## src/design/cmmd_pkg.sv

```systemverilog
/*
  Package for the CPU memory map decoder: address map boundaries, memory size
  codes, reset values and the packed structs that carry requests and answers.
  Assumes nothing beyond a SystemVerilog compiler.
*/
package cmmd_pkg;

  // ****************************************************************
  // Memory size codes and reset values
  // ****************************************************************
  localparam logic [7:0]  MSS_RESET     = 8'hCF;
  localparam logic [7:0]  MSS_8K_512    = 8'h42;
  localparam logic [7:0]  MSS_16K_768   = 8'h04;
  localparam logic [7:0]  MSS_24K_1K    = 8'hC6;
  localparam logic [7:0]  MSS_32K_1K    = 8'hC8;
  localparam logic [7:0]  PSW_RESET     = 8'h02;
  localparam logic [15:0] RESET_VEC_LO  = 16'h0000;
  localparam logic [15:0] RESET_VEC_HI  = 16'h0001;

  // ****************************************************************
  // Address map
  // ****************************************************************
  localparam logic [15:0] VEC_FIRST     = 16'h0000;
  localparam logic [15:0] VEC_LAST      = 16'h003F;
  localparam logic [15:0] TCALL_FIRST   = 16'h0040;
  localparam logic [15:0] TCALL_LAST    = 16'h007F;
  localparam logic [15:0] OPT_FIRST     = 16'h0080;
  localparam logic [15:0] OPT_LAST      = 16'h0084;
  localparam logic [15:0] SECID_FIRST   = 16'h0085;
  localparam logic [15:0] SECID_LAST    = 16'h008E;
  localparam logic [15:0] SWAP_OFFSET   = 16'h1000;
  localparam logic [15:0] SCALL_FIRST   = 16'h0800;
  localparam logic [15:0] SCALL_LAST    = 16'h0FFF;
  localparam logic [15:0] ROM_END_8K    = 16'h1FFF;
  localparam logic [15:0] ROM_END_16K   = 16'h3FFF;
  localparam logic [15:0] ROM_END_24K   = 16'h5FFF;
  localparam logic [15:0] ROM_END_32K   = 16'h7FFF;
  localparam logic [15:0] RAM_START_512 = 16'hFD00;
  localparam logic [15:0] RAM_START_768 = 16'hFC00;
  localparam logic [15:0] RAM_START_1K  = 16'hFB00;
  localparam logic [15:0] RAM_END       = 16'hFEFF;
  localparam logic [15:0] BANK_FIRST    = 16'hFEE0;
  localparam logic [15:0] SFR_FIRST     = 16'hFF00;
  localparam int          BLK_MSB       = 14;
  localparam int          BLK_LSB       = 10;
  localparam int          BANK_SEL_MSB  = 4;
  localparam int          BANK_SEL_LSB  = 3;

  // ****************************************************************
  // Types
  // ****************************************************************
  typedef enum logic [2:0] {
    CMMD_REG_UNMAPPED = 3'b000,
    CMMD_REG_ROM      = 3'b001,
    CMMD_REG_RAM      = 3'b010,
    CMMD_REG_BANK     = 3'b011,
    CMMD_REG_SFR      = 3'b100
  } cmmd_region_t;

  typedef enum logic [1:0] {
    CMMD_ST_VEC_LO = 2'b00,
    CMMD_ST_VEC_HI = 2'b01,
    CMMD_ST_RUN    = 2'b10
  } cmmd_state_t;

  // Access request from the sequencer
  typedef struct packed {
    logic        valid;
    logic        fetch;
    logic        write;
    logic [15:0] addr;
  } cmmd_req_t;

  // Decode answer for the current request
  typedef struct packed {
    cmmd_region_t region;
    logic         implemented;
    logic         write_enable;
    logic         fetch_fault;
    logic         vector_area;
    logic         table_call_area;
    logic         option_area;
    logic         security_id_area;
    logic         short_call_area;
    logic [4:0]   flash_block;
    logic [1:0]   reg_bank;
  } cmmd_decode_t;

  // Program counter and status word controls
  typedef struct packed {
    logic        advance;
    logic [1:0]  length;
    logic        branch;
    logic [15:0] target;
    logic        psw_write;
    logic [7:0]  psw_data;
    logic        psw_save;
    logic        irq_accept;
    logic        psw_restore;
    logic [7:0]  stack_data;
  } cmmd_ctrl_t;

endpackage

```

## src/design/cmmd_decoder.sv

```systemverilog
/*
  CPU memory map decoder with reset vector loader, program counter and
  processor status word. Holds the memory size selection setting.
  Assumes a single 100 MHz clock, a synchronous active-high reset, and a
  sequencer on the same clock that returns memory read data one cycle after
  a vector read request.
*/
`timescale 1ns/1ns
`default_nettype none

// Notes on behaviour
// - Unified 64 KB space, 16-bit addresses
// - Memory size setting resets to CFH
// - Flash block number is address bits 14..10
// - Lowest 64 bytes are the vector table
// - Vectors little-endian, low byte at even
// - All reset sources share vector 0000H
// - Each interrupt has even two-byte vector
// - 0040H-007FH is the table-call entry table
// - Option bytes 0080H-0084H, swap copy 1080H
// - 0800H-0FFFH reachable by short call
// - Security ID 0085H-008EH, swap copy 1085H
// - RAM ends FEFFH, start set by capacity
// - Top 32 RAM bytes are four banks
// - No fetch from register bank region
// - RAM usable as stack memory
// - FF00H-FFFFH is the peripheral register window
// - Pointer advances by length or loads branch
// - Reset loads pointer from 0000H and 0001H
// - Status word saved and restored via stack
// - Reset sets status word to 02H
module cmmd_decoder #(
  parameter bit DEBUG_VARIANT = 1'b1
) (
  input  wire logic                  ref_clk_in,
  input  wire logic                  rst_in,
  input  wire cmmd_pkg::cmmd_req_t   req_in,
  input  wire cmmd_pkg::cmmd_ctrl_t  ctrl_in,
  input  wire logic                  boot_swap_in,
  input  wire logic                  mss_write_in,
  input  wire logic [7:0]            mss_data_in,
  input  wire logic [7:0]            rd_data_in,
  output var  cmmd_pkg::cmmd_decode_t decode_out,
  output logic                       vec_rd_out,
  output logic [15:0]                vec_addr_out,
  output logic                       ready_out,
  output logic [15:0]                next_instruction_pointer_out,
  output logic [7:0]                 processor_status_word_out,
  output logic [7:0]                 psw_push_data_out,
  output logic [7:0]                 memory_size_select_out
);

  // ****************************************************************
  // Memory size selection
  // ****************************************************************
  logic [7:0]  memory_size_select;
  logic [7:0]  next_memory_size_select;
  logic [15:0] rom_end;
  logic [15:0] ram_start;

  always_comb begin
    next_memory_size_select = memory_size_select;
    if (mss_write_in) begin
      next_memory_size_select = mss_data_in;
    end
  end

  always_ff @(posedge ref_clk_in) begin
    if (rst_in) begin
      memory_size_select <= cmmd_pkg::MSS_RESET;
    end else begin
      memory_size_select <= next_memory_size_select;
    end
  end

  // Capacity limits; the reset code maps to the largest part
  always_comb begin
    if (memory_size_select == cmmd_pkg::MSS_8K_512) begin
      rom_end   = cmmd_pkg::ROM_END_8K;
      ram_start = cmmd_pkg::RAM_START_512;
    end else if (memory_size_select == cmmd_pkg::MSS_16K_768) begin
      rom_end   = cmmd_pkg::ROM_END_16K;
      ram_start = cmmd_pkg::RAM_START_768;
    end else if (memory_size_select == cmmd_pkg::MSS_24K_1K) begin
      rom_end   = cmmd_pkg::ROM_END_24K;
      ram_start = cmmd_pkg::RAM_START_1K;
    end else begin
      rom_end   = cmmd_pkg::ROM_END_32K;
      ram_start = cmmd_pkg::RAM_START_1K;
    end
  end

  // ****************************************************************
  // Address decode
  // ****************************************************************
  logic [15:0] a;
  logic [15:0] a_unswap;
  logic        in_swap;

  always_comb begin
    a        = req_in.addr;
    in_swap  = boot_swap_in && (a >= (cmmd_pkg::OPT_FIRST | cmmd_pkg::SWAP_OFFSET))
               && (a <= (cmmd_pkg::SECID_LAST | cmmd_pkg::SWAP_OFFSET));
    a_unswap = in_swap ? (a & ~cmmd_pkg::SWAP_OFFSET) : a;

    decode_out                  = '0;
    decode_out.region           = cmmd_pkg::CMMD_REG_UNMAPPED;
    decode_out.flash_block      = a[cmmd_pkg::BLK_MSB:cmmd_pkg::BLK_LSB];
    decode_out.reg_bank         = ~a[cmmd_pkg::BANK_SEL_MSB:cmmd_pkg::BANK_SEL_LSB];
    decode_out.vector_area      = (a <= cmmd_pkg::VEC_LAST);
    decode_out.table_call_area  = (a >= cmmd_pkg::TCALL_FIRST) && (a <= cmmd_pkg::TCALL_LAST);
    decode_out.option_area      = (a_unswap >= cmmd_pkg::OPT_FIRST)
                                  && (a_unswap <= cmmd_pkg::OPT_LAST);
    decode_out.security_id_area = DEBUG_VARIANT && (a_unswap >= cmmd_pkg::SECID_FIRST)
                                  && (a_unswap <= cmmd_pkg::SECID_LAST);
    decode_out.short_call_area  = (a >= cmmd_pkg::SCALL_FIRST) && (a <= cmmd_pkg::SCALL_LAST);

    if (a >= cmmd_pkg::SFR_FIRST) begin
      decode_out.region      = cmmd_pkg::CMMD_REG_SFR;
      decode_out.implemented = 1'b1;
    end else if (a >= cmmd_pkg::BANK_FIRST) begin
      decode_out.region      = cmmd_pkg::CMMD_REG_BANK;
      decode_out.implemented = 1'b1;
    end else if ((a >= ram_start) && (a <= cmmd_pkg::RAM_END)) begin
      decode_out.region      = cmmd_pkg::CMMD_REG_RAM;
      decode_out.implemented = 1'b1;
    end else if (a <= rom_end) begin
      decode_out.region      = cmmd_pkg::CMMD_REG_ROM;
      decode_out.implemented = 1'b1;
    end
    // Anything else is beyond capacity and stays unimplemented

    decode_out.fetch_fault  = req_in.valid && req_in.fetch
                              && (decode_out.region == cmmd_pkg::CMMD_REG_BANK);
    decode_out.write_enable = req_in.valid && req_in.write && decode_out.implemented
                              && (decode_out.region != cmmd_pkg::CMMD_REG_ROM);
  end

  // ****************************************************************
  // Reset vector load and program counter
  // ****************************************************************
  cmmd_pkg::cmmd_state_t state;
  cmmd_pkg::cmmd_state_t next_state;
  logic [15:0]           pc;
  logic [15:0]           next_pc;
  logic                  vec_pending;
  logic                  next_vec_pending;

  always_comb begin
    next_state       = state;
    next_pc          = pc;
    next_vec_pending = 1'b0;
    case (state)
      cmmd_pkg::CMMD_ST_VEC_LO: begin
        if (vec_pending) begin
          next_pc    = {pc[15:8], rd_data_in};
          next_state = cmmd_pkg::CMMD_ST_VEC_HI;
        end else begin
          next_vec_pending = 1'b1;
        end
      end
      cmmd_pkg::CMMD_ST_VEC_HI: begin
        if (vec_pending) begin
          next_pc    = {rd_data_in, pc[7:0]};
          next_state = cmmd_pkg::CMMD_ST_RUN;
        end else begin
          next_vec_pending = 1'b1;
        end
      end
      default: begin
        if (ctrl_in.branch) begin
          next_pc = ctrl_in.target;
        end else if (ctrl_in.advance) begin
          next_pc = pc + {14'h0000, ctrl_in.length};
        end
      end
    endcase
  end

  always_ff @(posedge ref_clk_in) begin
    if (rst_in) begin
      state       <= cmmd_pkg::CMMD_ST_VEC_LO;
      pc          <= 16'h0000;
      vec_pending <= 1'b0;
    end else begin
      state       <= next_state;
      pc          <= next_pc;
      vec_pending <= next_vec_pending;
    end
  end

  always_comb begin
    vec_rd_out   = (state != cmmd_pkg::CMMD_ST_RUN) && !vec_pending;
    vec_addr_out = (state == cmmd_pkg::CMMD_ST_VEC_HI) ? cmmd_pkg::RESET_VEC_HI
                                                       : cmmd_pkg::RESET_VEC_LO;
    ready_out    = (state == cmmd_pkg::CMMD_ST_RUN);
  end

  // ****************************************************************
  // Processor status word
  // ****************************************************************
  logic [7:0] processor_status_word;
  logic [7:0] next_psw;
  logic [7:0] push_data;
  logic [7:0] next_push_data;

  always_comb begin
    next_psw       = processor_status_word;
    next_push_data = push_data;
    if (ctrl_in.psw_save || ctrl_in.irq_accept) begin
      next_push_data = processor_status_word;
    end
    if (ctrl_in.psw_restore) begin
      next_psw = ctrl_in.stack_data;
    end else if (ctrl_in.psw_write) begin
      next_psw = ctrl_in.psw_data;
    end
  end

  always_ff @(posedge ref_clk_in) begin
    if (rst_in) begin
      processor_status_word       <= cmmd_pkg::PSW_RESET;
      push_data <= 8'h00;
    end else begin
      processor_status_word       <= next_psw;
      push_data <= next_push_data;
    end
  end

  assign next_instruction_pointer_out = pc;
  assign processor_status_word_out    = processor_status_word;
  assign psw_push_data_out            = push_data;
  assign memory_size_select_out       = memory_size_select;

endmodule

`default_nettype wire

```

## config.mk

```make
export PLATFORM = sky130hd
export DESIGN_NAME = cmmd_decoder
export DESIGN_NICKNAME = d
export VERILOG_FILES = /design/src/design/cmmd_pkg.sv /design/src/design/cmmd_decoder.sv
export SDC_FILE = /design/constraint.sdc
export NUM_CORES = 1
export LEC_CHECK = 0
export CAP_MARGIN = 30
export CORE_ASPECT_RATIO = 1.4
export CORE_UTILIZATION = 25
export DETAILED_ROUTE_END_ITERATION = 12
export DONT_BUFFER_PORTS = 1
export GPL_TIMING_DRIVEN = 0
export PLACE_DENSITY = 0.41
export SLEW_MARGIN = 5
export SYNTH_ARGS = -nofsm -noshare
export SYNTH_HDL_FRONTEND = slang
export SYNTH_SLANG_ARGS = --single-unit
```

## constraint.sdc

```tcl
create_clock -name ref_clk_in -period 3.3 [get_ports ref_clk_in]
set_input_delay 0.66 -clock ref_clk_in [delete_from_list [all_inputs] [get_ports ref_clk_in]]
set_output_delay 0.66 -clock ref_clk_in [all_outputs]
set_load 0.005 [all_outputs]
```

# --- Word-level counts from Yosys, hierarchy flattened ---
# Index checks and enable logic that the tools add are counted.
totals:
  ff_bits: 43
  input_bits: 79
  output_inout_bits: 76
  wordCells: 85
classes:
  addsub: 1
  order_cmp: 16
  eq_ne: 10
  muxes: 22
  n_bitwise: 4
  reduce_logical: 25
ops:
  columns: ["operator", "count"]
  rows:
  - ["$mux 16", 3]
  - ["$ge 16x16->1 const B", 2]
  - ["$ge 16x8->1 const B", 2]
  - ["$le 16x8->1 const B", 2]
  - ["$pmux 16 s2", 1]
  - ["$mux 15", 2]
  - ["$mux 8", 3]
  - ["$mux 11", 2]
  - ["$add 16x2->16", 1]
  - ["$ge 16x12->1 const B", 1]
  - ["$ge 16x13->1 const B", 1]
  - ["$ge 16x16->1", 1]
  - ["$ge 16x7->1 const B", 1]
  - ["$le 16x12->1 const B", 1]
  - ["$le 16x13->1 const B", 1]
  - ["$le 16x15->1", 1]
  - ["$le 16x16->1 const B", 1]
  - ["$le 16x6->1 const B", 1]
  - ["$le 16x7->1 const B", 1]
  - ["$mux 14", 1]
  - ["$logic_and 1x1->1", 13]
  - ["$mux 13", 1]
  - ["$reduce_and 3->1", 3]
  - ["$eq 8x3->1 const B", 1]
  - ["other kinds (20)", 31]

# --- Depth between registers and ports, before layout ---
depth:
  depth_word: 11
  depth_mapped: 9

# --- Worst setup path after synthesis ---
# No wires, ideal clock.
synth_timing:
  kind: "register -> output"
  start: "register memory_size_select[4] (netlist: memory_size_select_out[4])"
  end: "output port decode_out[14] (netlist bit)"
  arrival_time_ns: 2.247
  slack_ns: 0.393
  path_stages_with_launch: 10
  n_path_buf: 0
  path_cell_list: "dfxtp_1 > or4_1 > nor2_1 > o21ai_0 > inv_1 > ha_1 > nor2b_1 > o21a_1 > o311ai_0 > nand3_1"
synth_rtl:
  columns: ["element", "line", "source"]
  rows:
  - ["start, declared", "cmmd_decoder.sv:56", "logic [7:0] memory_size_select;"]
  - ["start signal, assigned", "cmmd_decoder.sv:70", "memory_size_select <= cmmd_pkg::MSS_RESET;"]
  - ["start signal, assigned", "cmmd_decoder.sv:72", "memory_size_select <= next_memory_size_select;"]
  - ["end, declared", "cmmd_decoder.sv:43", "output var cmmd_pkg::cmmd_decode_t decode_out,"]

==> metrics.md <==
| Metric | Value |
|---|---|
| Status | finished, final reports clean |
| Worst slack at placement | ~0.02 ns |
| WHS Path Cells | 2 |
| # fillers | approximately 1300 |
| Crit path launch | memory_size_select_out[4] |
| Grt total ovfl | 0 |
| Yosys cell types | between 50 and 60 |
| Startpoint Class | flip-flop |
| CP max FO | 3 |
| Non-filler cells, final | 553 |
| Largest net degree at the start of global routing | 16 |
| Data arrival, critical path | between 2 and 2.5 ns |
| Via-per-instance ratio | 5.28 |
| Max-Cap Viols | 0 |
| Final setup TNS | 0 ns |
| Core area | 11500 µm² |
| Sequential share of the synthesized area | 28.7% |
| # rows | between 40 and 50 |
| Mapped cell area | around 3000 µm² |
| Worst-Margin Slew | roughly 0.63 ns |
| Ports | 155 |
| First-pass GRT wire length | 15.5 mm |
| DRC marker count from the first detailed-route iteration | 66 |
| GRT Util Overall | approximately 16% |
| DRC Markers | 0 |
| Setup violations, final | 0 |
| Max VDD drop | just over 200 µV |
| Top_reg_cell synth | dfxtp_1 |
| GP Congestion | between 0.7 and 0.8 |
| Critical Path End | decode_out[14] |
| Pwr per Cell Area | 409 nW/µm² |
| Min-delay worst type | reg2reg |
| Top cell type by total area after synthesis | dfxtp_1 |
| First-pass DRT Iterations | 4 |
| Utilization after layout | 29.5% |
| Number of global-route vias before repair | 3000 |
| Die X | approximately 95 µm |
| WL/cell | 18.4 µm |
| Synth async-reset ratio | 0% |
| Via Count | a little under 3000 |
| H-tree levels | 2 |
| Post-Syn Instances | ~390 |
| Wirelength, routed | 10.2 mm |
| Area Overhead vs Synth | 13.5% |
| Ys Warns | 0 |
| Synth area leaders | dfxtp_1, a21oi_1, mux2i_1 |
| Cts bufs inserted | 5 |
| Period utilisation layout | a little over nine tenths |
| Post-DP HPWL | 8.16 mm |
| Footprint of the multi-input gates | ~1900 µm² |
| Routed wl met2 | roughly 5.2 mm |
| Initial antenna violation count | 0 |
| Fin. Hold Viols | 0 |
| Setup ws final | around 0.16 ns |
| Antenna cell count | 0 |
| Detail Route met3 WL | approximately 860 µm |
| Register-to-register setup slack | just under 1 ns |
| Starting Density | 26.0% |
| Synth Register Bits | between 40 and 50 |
| RSZ-0062 raised after global routing | no |
| M1 wire length | between 3 and 4 mm |
| R2R Path End | next_instruction_pointer_out[12] |
| Max Slew Vio Count | 0 |
| Setup CP Type | reg2out |
| Required time of the critical path | approximately 2.6 ns |
| Reg2reg path depth | 7 |
| Die height | 132 µm |
| Worst hold slack | between 0.4 and 0.5 ns |
| Clock transition at the registers of the reported paths | 0.07 ns |
| Antenna viol nets, final | 0 |
| PortBufs | 0 |
| Max Fclk | 0.319 GHz |
| Nets | around 500 |
| Clk root buf | clkbuf_16 |
| Later-pin clock latency in the skew report | between 0.2 and 0.3 ns |
| Max_slew headroom | between 50% and 60% |
| R2r startpoint | next_instruction_pointer_out[0] |
| CTS max path bufs | 2 |
| Die ar. | about 12000 µm² |
| Clock sinks | 43 |
| Tmin final | roughly 3.1 ns |
| Clk_skew | slightly below 0.005 ns |
| Static leakage | around 1.3 nW |
| EDFF count, synth | 0 |
| Syn avg cell area | a little under 8 µm² |
| CTS tree | yes |
| Placed cells | 545 |
| Worst setup EP type | primary output |
| Share of cells above drive strength 1 | approximately 13% |
| Hold buffers post-CTS | 0 |
| Register area | about 860 µm² |
| Top-area cell type share of the netlist area | approximately 29% |
| DR top layer | met4 |
## state kept, by name, summed over array words and instances, names as in the netlist
| register | count |
|---|---|
| processor_status_word_out | 8 |
| memory_size_select_out | 8 |
| state | 2 |
| psw_push_data_out | 8 |
| vec_pending | 1 |
| next_instruction_pointer_out | 16 |
## metrics by stage
stage | area (µm²) | power, mW
after floorplan | 3050 | 0.809
after global placement | 3230 | 0.883
after detailed placement | 3230 | 0.885
after CTS | 3390 | 1.41
after global routing | 3400 | 1.47
final | 3400 | 1.39
## worst min path at each step
stage,start,slack [ns],end
3_5_place_dp,psw_push_data_out[3],0.47,psw_push_data_out[3]
3_3_place_gp,psw_push_data_out[4],0.47,psw_push_data_out[4]
5_1_grt,psw_push_data_out[4],0.49,psw_push_data_out[4]
4_1_cts,psw_push_data_out[3],0.48,psw_push_data_out[3]
6_report,psw_push_data_out[3],0.48,psw_push_data_out[3]
2_1_floorplan,psw_push_data_out[0],0.45,psw_push_data_out[0]
## layer usage
metal / vias to the layer above / GRT usage, %
met5: - / 0
met4: 0 / 5.72
met3: 20 / 4.63
met2: 139 / 29.1
met1: 1335 / 16.9
li1: 1426 / -
## final cells by class
type / count / share of cell area, %
plain buffers: 42 / 7.28
clock buffers: 5 / 3.68
clock inverters: 3 / 0.699
inverters: 19 / 2.10
multi-input cells: 297 / 55.6
flip-flops and latches: 43 / 25.3
well taps: 144 / 5.30
## timing repair
action                     CTS  global route
resized for setup            3             3
setup endpoints to repair    3             3
buffers inserted             0             0
pin swaps                    0             1
## cell usage in the layout, fill, tap and decap left out, types with 6 or more instances in the layout
| master | netlist | layout |
|---|---|---|
| buf_4 | 21 | 21 |
| a21oi_1 | 37 | 37 |
| clkbuf_1 | 11 | 11 |
| conb_1 | 1 | 15 |
| nand3_1 | 7 | 7 |
| buf_2 | 9 | 9 |
| mux2i_1 | 18 | 18 |
| ha_1 | 7 | 7 |
| nand2_1 | 32 | 32 |
| o21ai_0 | 26 | 25 |
| a211oi_1 | 6 | 6 |
| nor2_1 | 36 | 35 |
| nor4_1 | 9 | 9 |
| inv_1 | 19 | 19 |
| nor3_1 | 10 | 10 |
| nand4_1 | 6 | 6 |
| dfxtp_1 | 43 | 43 |
## synthesized netlist by cell type, types with 2 or more instances
library cell   n
a2111oi_0      5
a211o_1        2
a211oi_1       6
a21o_1         3
a21oi_1       37
a221oi_1       5
a31oi_1        5
a32o_1         3
a32oi_1        2
and3_1         5
and4_1         3
buf_2          9
buf_4         21
clkbuf_1      11
dfxtp_1       43
ha_1           7
inv_1         19
mux2_2         2
mux2i_1       18
nand2_1       32
nand2b_1       4
nand3_1        7
nand3b_1       2
nand4_1        6
nor2_1        36
nor2b_1        5
nor3_1        10
nor3b_1        2
nor3b_2        2
nor4_1         9
nor4b_1        2
o211ai_1       5
o21a_1         2
o21ai_0       26
o21bai_1       2
o31ai_1        4
xor2_1         3
## worst max-delay path, cell delays in order, from the launching register on
cell and delay [ns]:
dfxtp_1 0.33, or4_4 0.56, nor2_2 0.11, o21ai_1 0.09, inv_1 0.09, ha_1 0.23, and3_1 0.18, and3_1 0.19
o311ai_4 0.26, nand3_1 0.14
## cells by family (layout without fill, tap and decap cells)
| family | count (synthesis) | in the layout | synth area share (%) |
|---|---|---|---|
| AND/OR/NAND/NOR | 135 | 135 | 24.4 |
| adder cells (fa/ha/maj) | 8 | 8 | 3.59 |
| XOR/XNOR | 3 | 3 | 0.877 |
| multiplexers | 20 | 20 | 6.77 |
| AO/OA/AOI/OAI | 116 | 116 | 24.8 |
| flip-flops | 43 | 43 | 28.7 |
| buffers and inverters | 61 | 69 | 10.7 |
| other | 1 | 15 | 0.125 |
## power by group
part | total (mW) | switching (mW) | leakage [nW] | internal [mW]
logic | 0.269 | 0.158 | 0.901 | 0.111
clock network | 0.516 | 0.232 | 0.0664 | 0.284
registers | 0.605 | 0.0500 | 0.353 | 0.555
total | 1.39 | 0.440 | 1.32 | 0.950
Power figures use the tool's default switching activity.
